File: config.mk
export PLATFORM = sky130hd
export DESIGN_NAME = scr_top
export DESIGN_NICKNAME = d
export VERILOG_FILES = /design/src/logic/scr_top.v /design/src/logic/scr_tick.v /design/src/logic/scr_check.v
export VERILOG_INCLUDE_DIRS = /design/src /design/src/logic
export SDC_FILE = /design/constraint.sdc
export NUM_CORES = 1
export LEC_CHECK = 0
export BUFFER_PORTS_ARGS = -buffer_cell sky130_fd_sc_hd__buf_2
export CORE_UTILIZATION = 45
export CTS_CLUSTER_SIZE = 14
export DETAILED_ROUTE_END_ITERATION = 10
export GPL_ROUTABILITY_DRIVEN = 1
export PLACE_DENSITY_LB_ADDON = 0.3
export REMOVE_ABC_BUFFERS = 1
export SLEW_MARGIN = 25
export SYNTH_ARGS = -nofsm -noshare
export SYNTH_HDL_FRONTEND = slang
export SYNTH_HIERARCHICAL = 1
export SYNTH_SLANG_ARGS = --single-unit
File: constraint.sdc
create_clock -name ref_clk -period 2.6 [get_ports ref_clk]
set_input_delay 0.52 -clock ref_clk [delete_from_list [all_inputs] [get_ports ref_clk]]
set_output_delay 0.52 -clock ref_clk [all_outputs]
set_load 0.02 [all_outputs]
File: src/logic/scr_regs.vh
// Constants for the switch command release and output sequencer.
// Function
// System lock reported withholds the command
// AND mode: neither lock nor zone
// OR mode: one condition alone tolerated
// AND/OR apply only with both checks
// Protection trip blocks close, never open
// Refuse command identical to last output
// 1-of-N: refuse while another device busy
// Always refuse second command while busy
// Local command needs authority Local
// Remote command needs authority Remote
// Bypass skips locks except unclearable ones
// Refuse when target equals actual position
// Per-direction release condition, None allowed
// Pulse held duration, seal-in extension
// Late feedback flagged as spontaneous
// Command-end delay blocks re-output
// Persistent or pulse output mode
// 100 ms tick, time plus 0..99 ms
// Local panel always gets full margin; local_panel_source is unused, panel commands wait only for the next tick
// Refusal reports the refusing check
`ifndef SCR_REGS_VH
`define SCR_REGS_VH
`define SCR_CLK_HZ 125000000
`define SCR_TICK_MS 100
`define SCR_TICK_CYC ((`SCR_CLK_HZ / 1000) * `SCR_TICK_MS)
`define SCR_TICK_W 24
`define SCR_TIME_W 8
`define SCR_ERR_W 4
`define SCR_ERR_NONE 4'h0
`define SCR_ERR_BUSY 4'h1
`define SCR_ERR_SYSLOCK 4'h2
`define SCR_ERR_ZONE 4'h3
`define SCR_ERR_PROT 4'h4
`define SCR_ERR_DOUBLE 4'h5
`define SCR_ERR_ONEOFN 4'h6
`define SCR_ERR_AUTH_L 4'h7
`define SCR_ERR_AUTH_R 4'h8
`define SCR_ERR_NOMACT 4'h9
`define SCR_ERR_ENDDLY 4'hA
`endif

File: src/logic/scr_top.v
// Switch command release and output sequencer top level.
`timescale 1ns/1ps
`include "scr_regs.vh"
module scr_top #(
	parameter TICK_CYC = `SCR_TICK_CYC
) (
	ref_clk,
	reset,
	cmd_req,
	cmd_close,
	cmd_remote,
	local_panel_source,
	bypass_req,
	password_ok,
	en_syslock,
	en_zone,
	mode_or,
	en_prot,
	en_double,
	en_oneofn,
	en_auth_local,
	en_auth_remote,
	en_nomact,
	unclr_mask,
	pulse_mode,
	out_time,
	seal_time,
	fb_time,
	end_time,
	sys_lock,
	rel_on_sel,
	rel_off_sel,
	prot_trip,
	other_busy,
	auth_remote,
	pos_closed,
	pos_open,
	feedback,
	out_close,
	out_open,
	busy,
	cmd_accept,
	cmd_reject,
	reject_code,
	fb_timeout,
	spont_fb
);
	input wire ref_clk;
	input wire reset;
	input wire cmd_req;
	input wire cmd_close;
	input wire cmd_remote;
	input wire local_panel_source;
	input wire bypass_req;
	input wire password_ok;
	input wire en_syslock;
	input wire en_zone;
	input wire mode_or;
	input wire en_prot;
	input wire en_double;
	input wire en_oneofn;
	input wire en_auth_local;
	input wire en_auth_remote;
	input wire en_nomact;
	input wire [6:0] unclr_mask;
	input wire pulse_mode;
	input wire [`SCR_TIME_W-1:0] out_time;
	input wire [`SCR_TIME_W-1:0] seal_time;
	input wire [`SCR_TIME_W-1:0] fb_time;
	input wire [`SCR_TIME_W-1:0] end_time;
	input wire sys_lock;
	input wire rel_on_sel;
	input wire rel_off_sel;
	input wire prot_trip;
	input wire other_busy;
	input wire auth_remote;
	input wire pos_closed;
	input wire pos_open;
	input wire feedback;
	output reg out_close;
	output reg out_open;
	output reg busy;
	output reg cmd_accept;
	output reg cmd_reject;
	output reg [`SCR_ERR_W-1:0] reject_code;
	output reg fb_timeout;
	output reg spont_fb;

	// ----------------------------------------------------------------
	// States
	// ----------------------------------------------------------------
	localparam ST_IDLE = 2'b00;
	localparam ST_WAIT = 2'b01;
	localparam ST_OUT = 2'b10;
	localparam ST_END = 2'b11;

	// Idle accepts a request at once. Wait holds an accepted command until
	// the next sampling tick. Out drives the contacts and watches feedback.
	// End keeps the command-end delay running and refuses new commands;
	// it is only entered in pulse mode with a nonzero delay.
	// The state is shared by both directions, so a command in one
	// direction always blocks a command in the other.

	reg [1:0] st_q;
	reg dir_q;
	reg last_valid_q;
	reg last_dir_q;
	reg [`SCR_TIME_W:0] out_cnt_q;
	reg [`SCR_TIME_W-1:0] fb_cnt_q;
	reg [`SCR_TIME_W-1:0] end_cnt_q;
	reg fb_seen_q;
	reg fb_live_q;
	reg sealed_q;
	reg fb_prev_q;
	wire tick;
	wire [`SCR_ERR_W-1:0] chk_err;
	wire same_last;
	wire at_target;

	// ----------------------------------------------------------------
	// Sampling tick and checks
	// ----------------------------------------------------------------
	scr_tick #(
		.TICK_CYC(TICK_CYC)
	) u_tick (
		.ref_clk(ref_clk),
		.reset(reset),
		.tick(tick)
	);

	assign same_last = last_valid_q & (last_dir_q == cmd_close);
	assign at_target = dir_q ? pos_closed : pos_open;

	// The check block reports one cause only. Its order is busy, end delay,
	// nominal equals actual, the lock pair, protection, double operation,
	// 1-of-N, local and remote authority. A bypass clears only the checks
	// whose unclearable bit is low; busy, end delay and the position check
	// are never bypassed because they protect the drive itself.
	// bypass only after password
	scr_check u_check (
		.req_close(cmd_close),
		.req_remote(cmd_remote),
		.bypass(bypass_req & password_ok),
		.busy(st_q == ST_WAIT || st_q == ST_OUT),
		.en_syslock(en_syslock),
		.en_zone(en_zone),
		.mode_or(mode_or),
		.en_prot(en_prot),
		.en_double(en_double),
		.en_oneofn(en_oneofn),
		.en_auth_local(en_auth_local),
		.en_auth_remote(en_auth_remote),
		.en_nomact(en_nomact),
		.unclr_mask(unclr_mask),
		.sys_lock(sys_lock),
		.rel_on_sel(rel_on_sel),
		.rel_off_sel(rel_off_sel),
		.prot_trip(prot_trip),
		.same_as_last(same_last),
		.other_busy(other_busy),
		.auth_remote(auth_remote),
		.pos_closed(pos_closed),
		.pos_open(pos_open),
		.end_delay(st_q == ST_END),
		.err(chk_err)
	);

	// ----------------------------------------------------------------
	// Spontaneous feedback
	// ----------------------------------------------------------------
	// Only a rising feedback edge is reported. The contacts keep feedback
	// high until the drive is released, and a level test would flag that
	// ordinary tail as a spontaneous indication after every command.
	// Late feedback during a pulse that outlasts the window counts too.
	// feedback after window is spontaneous
	always @(posedge ref_clk)
	begin
		if (reset)
		begin
			fb_prev_q <= 1'b0;
			spont_fb <= 1'b0;
		end
		else
		begin
			fb_prev_q <= feedback;
			spont_fb <= feedback & ~fb_prev_q & ~fb_live_q;
		end
	end

	// ----------------------------------------------------------------
	// Sequencer
	// ----------------------------------------------------------------
	// A released command waits for the next tick before driving, so every
	// timed phase is its parameter plus up to one tick. Panel commands are not told
	// apart, since local_panel_source is unused, and see the same 0 to one tick margin.
	always @(posedge ref_clk)
	begin
		if (reset)
		begin
			st_q <= ST_IDLE;
			dir_q <= 1'b0;
			last_valid_q <= 1'b0;
			last_dir_q <= 1'b0;
			out_cnt_q <= {(`SCR_TIME_W+1){1'b0}};
			fb_cnt_q <= {`SCR_TIME_W{1'b0}};
			end_cnt_q <= {`SCR_TIME_W{1'b0}};
			fb_seen_q <= 1'b0;
			fb_live_q <= 1'b0;
			sealed_q <= 1'b0;
			out_close <= 1'b0;
			out_open <= 1'b0;
			busy <= 1'b0;
			cmd_accept <= 1'b0;
			cmd_reject <= 1'b0;
			reject_code <= `SCR_ERR_NONE;
			fb_timeout <= 1'b0;
		end
		else
		begin
			cmd_accept <= 1'b0;
			cmd_reject <= 1'b0;
			fb_timeout <= 1'b0;
			// A refused request leaves the sequencer untouched; only the
			// cause is kept so that it can still be read after the pulse.
			// reject with cause
			if (cmd_req && chk_err != `SCR_ERR_NONE)
			begin
				cmd_reject <= 1'b1;
				reject_code <= chk_err;
			end
			case (st_q)
				ST_IDLE, ST_END:
				begin
					if (st_q == ST_END && tick)
					begin
						if (end_cnt_q <= 8'h01)
							st_q <= ST_IDLE;
						end_cnt_q <= end_cnt_q - 1'b1;
					end
					if (cmd_req && chk_err == `SCR_ERR_NONE)
					begin
						cmd_accept <= 1'b1;
						reject_code <= `SCR_ERR_NONE;
						dir_q <= cmd_close;
						last_valid_q <= 1'b1;
						last_dir_q <= cmd_close;
						busy <= 1'b1;
						st_q <= ST_WAIT;
					end
				end
				ST_WAIT:
				begin
					// start on first tick
					// panel waits only for the next tick, like any command
					if (tick)
					begin
						// output mode
						out_close <= dir_q;
						out_open <= ~dir_q;
						out_cnt_q <= {1'b0, out_time};
						fb_cnt_q <= fb_time;
						fb_seen_q <= 1'b0;
						fb_live_q <= 1'b1;
						sealed_q <= 1'b0;
						st_q <= ST_OUT;
					end
				end
				ST_OUT:
				begin
					if (feedback)
						fb_seen_q <= 1'b1;
					if (tick)
					begin
						// The window counts whole ticks, so it closes at its
						// parameter plus the part of a tick before output began.
						if (fb_live_q && !fb_seen_q && !feedback)
						begin
							if (fb_cnt_q <= 8'h01)
							begin
								fb_live_q <= 1'b0;
								fb_timeout <= 1'b1;
							end
							fb_cnt_q <= fb_cnt_q - 1'b1;
						end
						if (pulse_mode)
						begin
							out_cnt_q <= out_cnt_q - 1'b1;
							if (out_cnt_q <= 9'h001)
							begin
								// Seal-in is granted once only, so a drive that never
								// reaches its end position cannot hold the output forever.
								// seal-in extension
								if (fb_seen_q && !at_target && !sealed_q && seal_time != 8'h00)
								begin
									sealed_q <= 1'b1;
									out_cnt_q <= {1'b0, seal_time};
								end
								else
								begin
									out_close <= 1'b0;
									out_open <= 1'b0;
									busy <= 1'b0;
									fb_live_q <= 1'b0;
									end_cnt_q <= end_time;
									// end delay start
									st_q <= (end_time != 8'h00) ? ST_END : ST_IDLE;
								end
							end
						end
						// A persistent output ends on the tick that sees both the
						// feedback and the end position, or after the window expired.
						else if ((fb_seen_q || feedback) && at_target)
						begin
							out_close <= 1'b0;
							out_open <= 1'b0;
							busy <= 1'b0;
							fb_live_q <= 1'b0;
							st_q <= ST_IDLE;
						end
						else if (!fb_live_q)
						begin
							out_close <= 1'b0;
							out_open <= 1'b0;
							busy <= 1'b0;
							st_q <= ST_IDLE;
						end
					end
				end
				default:
					st_q <= ST_IDLE;
			endcase
		end
	end
endmodule // scr_top

File: src/logic/scr_tick.v
// Sampling tick divider producing a one-cycle enable every 100 ms.
`timescale 1ns/1ps
`include "scr_regs.vh"
module scr_tick #(
	parameter TICK_CYC = `SCR_TICK_CYC
) (
	ref_clk,
	reset,
	tick
);
	input wire ref_clk;
	input wire reset;
	output reg tick;
	reg [`SCR_TICK_W-1:0] cnt_q;
	// sampling tick
	always @(posedge ref_clk)
	begin
		if (reset)
		begin
			cnt_q <= {`SCR_TICK_W{1'b0}};
			tick <= 1'b0;
		end
		else if (cnt_q == TICK_CYC - 1)
		begin
			cnt_q <= {`SCR_TICK_W{1'b0}};
			tick <= 1'b1;
		end
		else
		begin
			cnt_q <= cnt_q + 1'b1;
			tick <= 1'b0;
		end
	end
endmodule // scr_tick

File: src/logic/scr_check.v
// Combinational release checks for one command request.
`timescale 1ns/1ps
`include "scr_regs.vh"
module scr_check (
	req_close,
	req_remote,
	bypass,
	busy,
	en_syslock,
	en_zone,
	mode_or,
	en_prot,
	en_double,
	en_oneofn,
	en_auth_local,
	en_auth_remote,
	en_nomact,
	unclr_mask,
	sys_lock,
	rel_on_sel,
	rel_off_sel,
	prot_trip,
	same_as_last,
	other_busy,
	auth_remote,
	pos_closed,
	pos_open,
	end_delay,
	err
);
	input wire req_close;
	input wire req_remote;
	input wire bypass;
	input wire busy;
	input wire en_syslock;
	input wire en_zone;
	input wire mode_or;
	input wire en_prot;
	input wire en_double;
	input wire en_oneofn;
	input wire en_auth_local;
	input wire en_auth_remote;
	input wire en_nomact;
	input wire [6:0] unclr_mask;
	input wire sys_lock;
	input wire rel_on_sel;
	input wire rel_off_sel;
	input wire prot_trip;
	input wire same_as_last;
	input wire other_busy;
	input wire auth_remote;
	input wire pos_closed;
	input wire pos_open;
	input wire end_delay;
	output reg [`SCR_ERR_W-1:0] err;
	// Unclearable mask bits: 0 syslock, 1 zone, 2 prot, 3 double, 4 1-of-N, 5 local, 6 remote.
	reg [6:0] act;
	reg zone;
	reg lk;
	always @*
	begin
		act = bypass ? unclr_mask : 7'h7F;
		// release condition per direction
		zone = en_zone & ~(req_close ? rel_on_sel : rel_off_sel) & act[1];
		lk = en_syslock & sys_lock & act[0];
		err = `SCR_ERR_NONE;
		// busy always refused
		if (busy)
			err = `SCR_ERR_BUSY;
		// command-end delay
		else if (end_delay)
			err = `SCR_ERR_ENDDLY;
		// nominal equals actual
		else if (en_nomact & (req_close ? pos_closed : pos_open))
			err = `SCR_ERR_NOMACT;
		// OR mode only with both checks on
		// OR tolerates one condition
		// A bypassed condition counts as absent, so OR mode sees only the
		// conditions that remain in force.
		else if (en_zone & en_syslock & mode_or)
		begin
			if (lk & zone)
				err = `SCR_ERR_SYSLOCK;
		end
		// system lock withholds
		// AND mode needs neither
		else if (lk)
			err = `SCR_ERR_SYSLOCK;
		else if (zone)
			err = `SCR_ERR_ZONE;
		// close blocked by trip
		if (err == `SCR_ERR_NONE)
		begin
			if (act[2] & en_prot & prot_trip & req_close)
				err = `SCR_ERR_PROT;
			// duplicate command
			else if (act[3] & en_double & same_as_last)
				err = `SCR_ERR_DOUBLE;
			// 1-of-N blocking
			else if (act[4] & en_oneofn & other_busy)
				err = `SCR_ERR_ONEOFN;
			// local authority
			else if (act[5] & en_auth_local & ~req_remote & auth_remote)
				err = `SCR_ERR_AUTH_L;
			// remote authority
			else if (act[6] & en_auth_remote & req_remote & ~auth_remote)
				err = `SCR_ERR_AUTH_R;
		end
	end
endmodule // scr_check

[After elaboration in Yosys (flattened, before gate mapping)]
Cells that the tools add are included.
W data, S select, Z words.
Operators by class
  multiplexer cells: 81
  eq/ne operators: 20
  $add $sub $neg: 4
  reduce and logical (&&, ||, !) cells: 37
  magnitude comparators: 3
  bitwise logic cells: 35
Operators with widths (count)
  $mux W8: 8
  $mux W4: 14
  $mux W9: 5
  $pmux W8 S2: 2
  $mux W1: 30
  $mux W2: 13
  $and A1 B1 Y1: 25
  $add A24 B1 Y24 const B: 1
  $eq A24 B24 Y1 const B: 1
  $reduce_and A6 Y1: 4
  $pmux W9 S2: 1
  $le A8 B1 Y1 const B: 2
  $reduce_bool A8 Y1: 2
  $sub A8 B1 Y8 const B: 2
  $pmux W1 S2: 6
  $ne A2 B1 Y1 const B: 5
  $ne A2 B2 Y1 const B: 5
  $not A1 Y1: 10
  $le A9 B1 Y1 const B: 1
  $logic_and A1 B1 Y1: 9
  $ne A3 B3 Y1 const B: 3
  $sub A9 B1 Y9 const B: 1
  $logic_not A4 Y1: 2
  $reduce_and A4 Y1: 2
  17 further kinds: 26
Word-level totals
  output and inout port bits: 11
  bits in registers: 69
  bits of input ports: 66

[Logic depth before layout (Yosys ltp)]
  depth in word-level cells: 21
  mapped depth: 12
  depth with buffers taken out: 12

[By module]
Netlist, hierarchy kept.
Modules (own cells, without submodules)
  scr_top: sequential area each 880.8 um^2, area each 2778.9 um^2, cells an instance 356, times used 1
  scr_tick: sequential area each 500.5 um^2, area each 1151.1 um^2, cells an instance 132, times used 1
  scr_check: sequential area each 0.0 um^2, area each 266.5 um^2, cells an instance 41, times used 1

[Worst setup path before layout]
Ideal clock, no wire load.
  kind: input to register
  start point: in bypass_req
  end point: reg st_q[0]
  arrival: 2675 ps
  path slack: -197 ps
  stages: 11
  setup time: 121 ps
  required time: 2479 ps
  path buffers: 0
  path through: and2_1 -> inv_2 -> o211ai_2 -> nand3b_1 -> a21oi_1 -> a211o_1 -> nor4_1 -> a21oi_1 -> o31ai_1 -> and4bb_4 -> mux2_4
On the way
  cells in the longest elaborated chain, start to end: 19
  elaborated cells between the ends (all ways): 39
  classes of those cells: 2 x eq/ne; 16 x mux; 17 x bitwise; 4 x reduce/logical
RTL lines
  start: declaration: line scr_top.v:54  | input wire bypass_req;
  $and A1 B1 Y1 *: line scr_top.v:143  | .bypass(bypass_req & password_ok),
  $mux W7 *: line scr_check.v:62  | act = bypass ? unclr_mask : 7'h7F;
  $and A1 B1 Y1: line scr_check.v:64  | zone = en_zone & ~(req_close ? rel_on_sel : rel_off_sel) & act[1];
  $mux W2: line scr_check.v:89  | else if (zone)
  $mux W4: line scr_check.v:87  | else if (lk)
  $mux W4: line scr_check.v:80  | else if (en_zone & en_syslock & mode_or)
  $mux W4: line scr_check.v:74  | else if (en_nomact & (req_close ? pos_closed : pos_open))
  $mux W4: line scr_check.v:71  | else if (end_delay)
  [4 not listed]
  $mux W4: line scr_check.v:97  | else if (act[3] & en_double & same_as_last)
  $mux W4: line scr_check.v:94  | if (act[2] & en_prot & prot_trip & req_close)
  $mux W4 *: line scr_check.v:92  | if (err == `SCR_ERR_NONE)
  via chk_err[0]: line scr_top.v:116  | wire [`SCR_ERR_W-1:0] chk_err;
  $logic_not A4 Y1 (no source line) *
  $logic_and A1 B1 Y1 (no source line) *
  $ne A3 B3 Y1 (no source line) / $mux W2 (equally long branches)
  $reduce_and A7 Y1 (no source line) / $pmux W2 S3 (equally long branches)
  end signal: assignment: line scr_top.v:306  | st_q <= (end_time != 8'h00) ? ST_END : ST_IDLE;
  end: declaration: line scr_top.v:104  | reg [1:0] st_q;
The timed path passes the listed nets; every way through them passes the cells marked *.
A chain may end at the register's enable or synchronous reset.

[Worst setup path in the final report]
  start point: in cmd_close
  end point: reg st_q[0]
On the way
  elaborated cells between the ends (all ways): 32
  classes of those cells: 3 x eq/ne; 17 x mux; 8 x bitwise; 4 x reduce/logical
RTL lines
  start: declaration: line scr_top.v:51  | input wire cmd_close;
  $mux W1: line scr_check.v:64
  $not A1 Y1: line scr_check.v:64
  $and A1 B1 Y1 (2 in a row): line scr_check.v:64
  $mux W2 / $and A1 B1 Y1 (equally long branches): line scr_check.v:89, scr_check.v:82
  $mux W4 / $mux W2 (equally long branches): line scr_check.v:87, scr_check.v:82
  $mux W4: line scr_check.v:80
  $mux W4: line scr_check.v:74
  $mux W4: line scr_check.v:71
  $mux W4: line scr_check.v:68  | if (busy)
  $logic_not A4 Y1 (no source line)
  $mux W4 *: line scr_check.v:92
  via chk_err[3]: line scr_top.v:116
  $logic_not A4 Y1 (no source line) *
  $logic_and A1 B1 Y1 (no source line) *
  $ne A3 B3 Y1 (no source line) / $mux W2 (equally long branches)
  $reduce_and A7 Y1 (no source line) / $pmux W2 S3 (equally long branches)
Marks and branches as above.

==> results.txt <==
----------------------------------------------------
[Die]
  Effective utilization at floorplan ... 0.4720
  Number of standard-cell rows in the floorplan ... 34
  Core area ... 8891 um2
  Total Die Area ... 9716 um2
  Floorplan die height ... 98.57 um
  Die X ... 98.57 um
  Count of boundary I/O pins ... 77

[Logic synthesis]
  Number of unique standard cell types used by synthesis ... 79
  Xor and xnor fraction of the mapped netlist area ... 0.03965
  Multiplexer share of the synthesized area ... 0.01968
  Register area share after synthesis ... 0.3292
  Async SR Flop Fraction ... 0
  Main combinational cell family by area after synthesis ... simple AND/OR/NAND/NOR gates
  Share of synthesized cell area in full adder, half adder and majority cells ... 0.02982
  Yosys reg bits ... 69
  Area share of the leading cell type in the synthesized netlist ... 0.3292
  Simple-gate share of the synthesized area ... 0.2719
  Area contributors post-synth ... sky130_fd_sc_hd__dfxtp_1 33%, sky130_fd_sc_hd__a21oi_1 5.5%, sky130_fd_sc_hd__nor2_1 4.7%
  Syn Std Cell Area ... 4197 um2
  Count of yosys warnings during synthesis ... 6
  Post-synthesis compound-gate area fraction ... 0.2597
  Most instantiated flip-flop cell in the synthesis netlist ... sky130_fd_sc_hd__dfxtp_1
  Number of instances in the synthesized netlist ... 529
  Dominant cell type by area after synthesis ... sky130_fd_sc_hd__dfxtp_1
  Average cell area after synthesis ... 7.933 um2
  Count of flip-flops with a built-in enable after synthesis ... 0

[Detailed routing]
  Ratio of routed vias to standard cells ... 5.781
  Drt initial violations ... 201
  DRC ... 0
  Remaining antenna violation count ... 0
  Total vias in the final route ... 4232
  First-pass DRT Iterations ... 5
  Detailed-route wire length per cell ... 14.39 um
  Final wirelength ... 10.53 mm

[Flow run]
  Max capacitance violation total ... 0

[Critical path]
  Type of the setup path with the least slack ... in -> reg
  Worst setup SP type ... primary input
  Reg2reg start ... st_q[0]
  Stage delay of the slowest cell on the critical path ... 350 ps
  Chain of cells forming the critical path ... clkbuf_4 -> mux2i_1 -> o211ai_2 -> a21oi_1 -> nor2_1 -> a41o_1 -> nor4_4 -> a21oi_2 -> o31ai_1 -> and4bb_4 -> mux2_4
  FF-to-FF path depth ... 12
  Critical Path Sink Type ... flop
  Data arrival time of the worst path ... 2800 ps
  Max FO, Critical Path ... 5
  Worst-path cell with the longest stage delay ... sky130_fd_sc_hd__nor4_4
  Origin of the worst setup path ... cmd_close
  Worst EP required ... 2850 ps

[GRT]
  Largest net degree at the start of global routing ... 28
  Global Route Usage Sum ... 0.2216
  Global-route wire length before repair ... 17.59 mm
  Antenna violations before repair ... 0
  Total grt overflow ... 0
  Number of global-route vias before repair ... 3959

[Clock tree]
  Clock root buffer master ... sky130_fd_sc_hd__clkbuf_8
  TritonCTS clock tree ... done
  Maximum buffer depth of the clock tree ... 2
  Clk sinks ... 69
  Clock transition at the registers of the reported paths ... 80 ps
  Max H-tree Level ... 3
  Clock buffer count from CTS ... 9
  Clk_lat worst skew ... 360 ps

[STA]
  Highest clock rate ... 0.3914 GHz
  Min Tclk post-route ... 2555 ps
  Setup violation total in the final timing report ... 0
  Final hold violations ... 0
  Skew final ... 8.606 ps
  Least setup slack across all paths after layout ... 45.29 ps
  Unrepaired setup endpoints after global routing ... yes
  Share of the clock period used by the worst path after layout ... 0.9826
  Measured slew at the worst slew-check pin ... 678.8 ps
  Max-slew violation count ... 0
  Worst max-slew margin expressed relative to the limit ... 0.5427

[Placed design]
  Final weighted congestion of routability-driven global placement ... 0.8696
  Number of input and output port buffers inserted ... 75
  HPWL after detailed placement ... 7.592 mm
  Minimum setup slack after placement ... -423.8 ps
  Placed cell count ... 715

[Power]
  Leak Pwr ... 1.953 nW
  Peak supply drop ... 0.2710 mV
  Pwr per Cell Area ... 444.1 nW/um2

[Finish]
  Number of diodes added for antenna fixing ... 0
  Filler instances ... 827
  Layout overhead on the synthesized area ... 21.02%
  Area of all sequential standard cells ... 1384 um2
  Net count of the finished layout ... 695
  Commonest cells after routing, fill and taps aside ... 74 x sky130_fd_sc_hd__buf_2, 67 x sky130_fd_sc_hd__dfxtp_1, 51 x sky130_fd_sc_hd__nor2_1, 45 x sky130_fd_sc_hd__a21oi_1, 44 x sky130_fd_sc_hd__nand2_1
  Most common library cell in the layout ignoring fill and taps ... sky130_fd_sc_hd__buf_2
  Fraction of layout instances using a drive strength above 1 ... 0.2532
  Multi-input gate area ... 2668 um2
  Non-filler cells, final ... 732

[Hold path]
  WHS Path Cells ... 1
  Worst hold path class ... reg -> reg
  Worst Min Path Start ... fb_prev_q

[Status]
  Outcome ... completed

----------------------------------------------------
## worst paths after layout
| path | endpoint | slack, ps |
|---|---|---|
| worst max-delay path | st_q[0] | 50 |
| worst min-delay path | spont_fb | 390 |
| worst max register to register | st_q[0] | 60 |
| worst min register to register | spont_fb | 390 |
## state kept, by name, summed over array words and instances, names as in the netlist, 2 cells and up
signal,flops
fb_cnt_q,8
out_cnt_q,9
st_q,2
reject_code,4
u_tick/cnt_q,24
end_cnt_q,8
## routing by layer
layer	global-route usage	wire length (um)	vias up
met5	0	0	-
met4	0.08611	160	0
met3	0.04113	433	13
met2	0.3835	4911	114
met1	0.2730	5025	1960
li1	-	-	2145
## stage by stage
step | hold slack (ps) | instance area (um2) | setup TNS [ps] | power, mW | util
floorplan | 368.4 | 4091 | -219.7 | 1.220 | -
finish | 387.3 | 5079 | 0 | 2.256 | 0.5712
CTS | 388.8 | 5024 | 0 | 2.268 | 0.5650
global route | 405.5 | 5079 | -134.3 | 2.352 | 0.5712
global placement | 387.0 | 4797 | -1151 | 1.342 | 0.5395
detailed placement | 383.1 | 4797 | -1580 | 1.346 | 0.5395
## cell type report
| cell class | instances | area share |
|---|---|---|
| sequential | 69 | 0.2725 |
| tap | 108 | 0.02661 |
| clock inverter | 7 | 0.01626 |
| inverter | 28 | 0.02069 |
| timing repair buffer | 102 | 0.1143 |
| multi-input combinational | 409 | 0.5253 |
| clock buffer | 9 | 0.02439 |
## cells in the mapped netlist, types with 4 or more instances
master                     count
sky130_fd_sc_hd__dfxtp_1      69
sky130_fd_sc_hd__nor2_1       52
sky130_fd_sc_hd__a21oi_1      46
sky130_fd_sc_hd__nand2_1      44
sky130_fd_sc_hd__o21ai_0      33
sky130_fd_sc_hd__inv_1        27
sky130_fd_sc_hd__nand3_1      22
sky130_fd_sc_hd__clkbuf_1     16
sky130_fd_sc_hd__nor3_1       16
sky130_fd_sc_hd__a31oi_1      14
sky130_fd_sc_hd__ha_1         10
sky130_fd_sc_hd__xnor2_1      10
sky130_fd_sc_hd__o31ai_1       9
sky130_fd_sc_hd__or4_1         9
sky130_fd_sc_hd__xor2_1        9
sky130_fd_sc_hd__nor4_1        8
sky130_fd_sc_hd__or3_1         8
sky130_fd_sc_hd__a211oi_1      7
sky130_fd_sc_hd__nand4_1       7
sky130_fd_sc_hd__o211ai_1      7
sky130_fd_sc_hd__a22oi_1       6
sky130_fd_sc_hd__nor2b_1       6
sky130_fd_sc_hd__and2_1        5
sky130_fd_sc_hd__a211o_1       4
sky130_fd_sc_hd__and3_1        4
sky130_fd_sc_hd__nand2b_1      4
sky130_fd_sc_hd__nor3b_1       4
sky130_fd_sc_hd__o32ai_1       4
## worst max-delay path: cells and delay by family
family / cells / cell delay (ps)
buf+inv: 1 / 150
simple gates: 3 / 730
mux: 2 / 510
compound gates: 5 / 870
## where the power goes
| group | switching (mW) | internal (mW) | total (mW) |
|---|---|---|---|
| combinational | 0.135 | 0.119 | 0.253 |
| clock | 0.462 | 0.457 | 0.920 |
| sequential | 0.0103 | 1.07 | 1.08 |
| total | 0.607 | 1.65 | 2.26 |
## cell families (layout without fill, tap and decap cells)
kind of cell,Yosys count,count (layout)
flops,69,69
compound gates,161,161
fa+ha+maj,10,10
mux,7,7
buf+inv,51,146
simple gates,212,212
xor+xnor,19,19
## timing repair
action                                  4_1_cts  5_1_grt
buffers inserted                              0        1
hold buffers                                  0        0
pin swaps                                     6        8
resized for setup                             5       11
endpoints found under the setup margin        2        3
(Power assumes the default switching activity.)
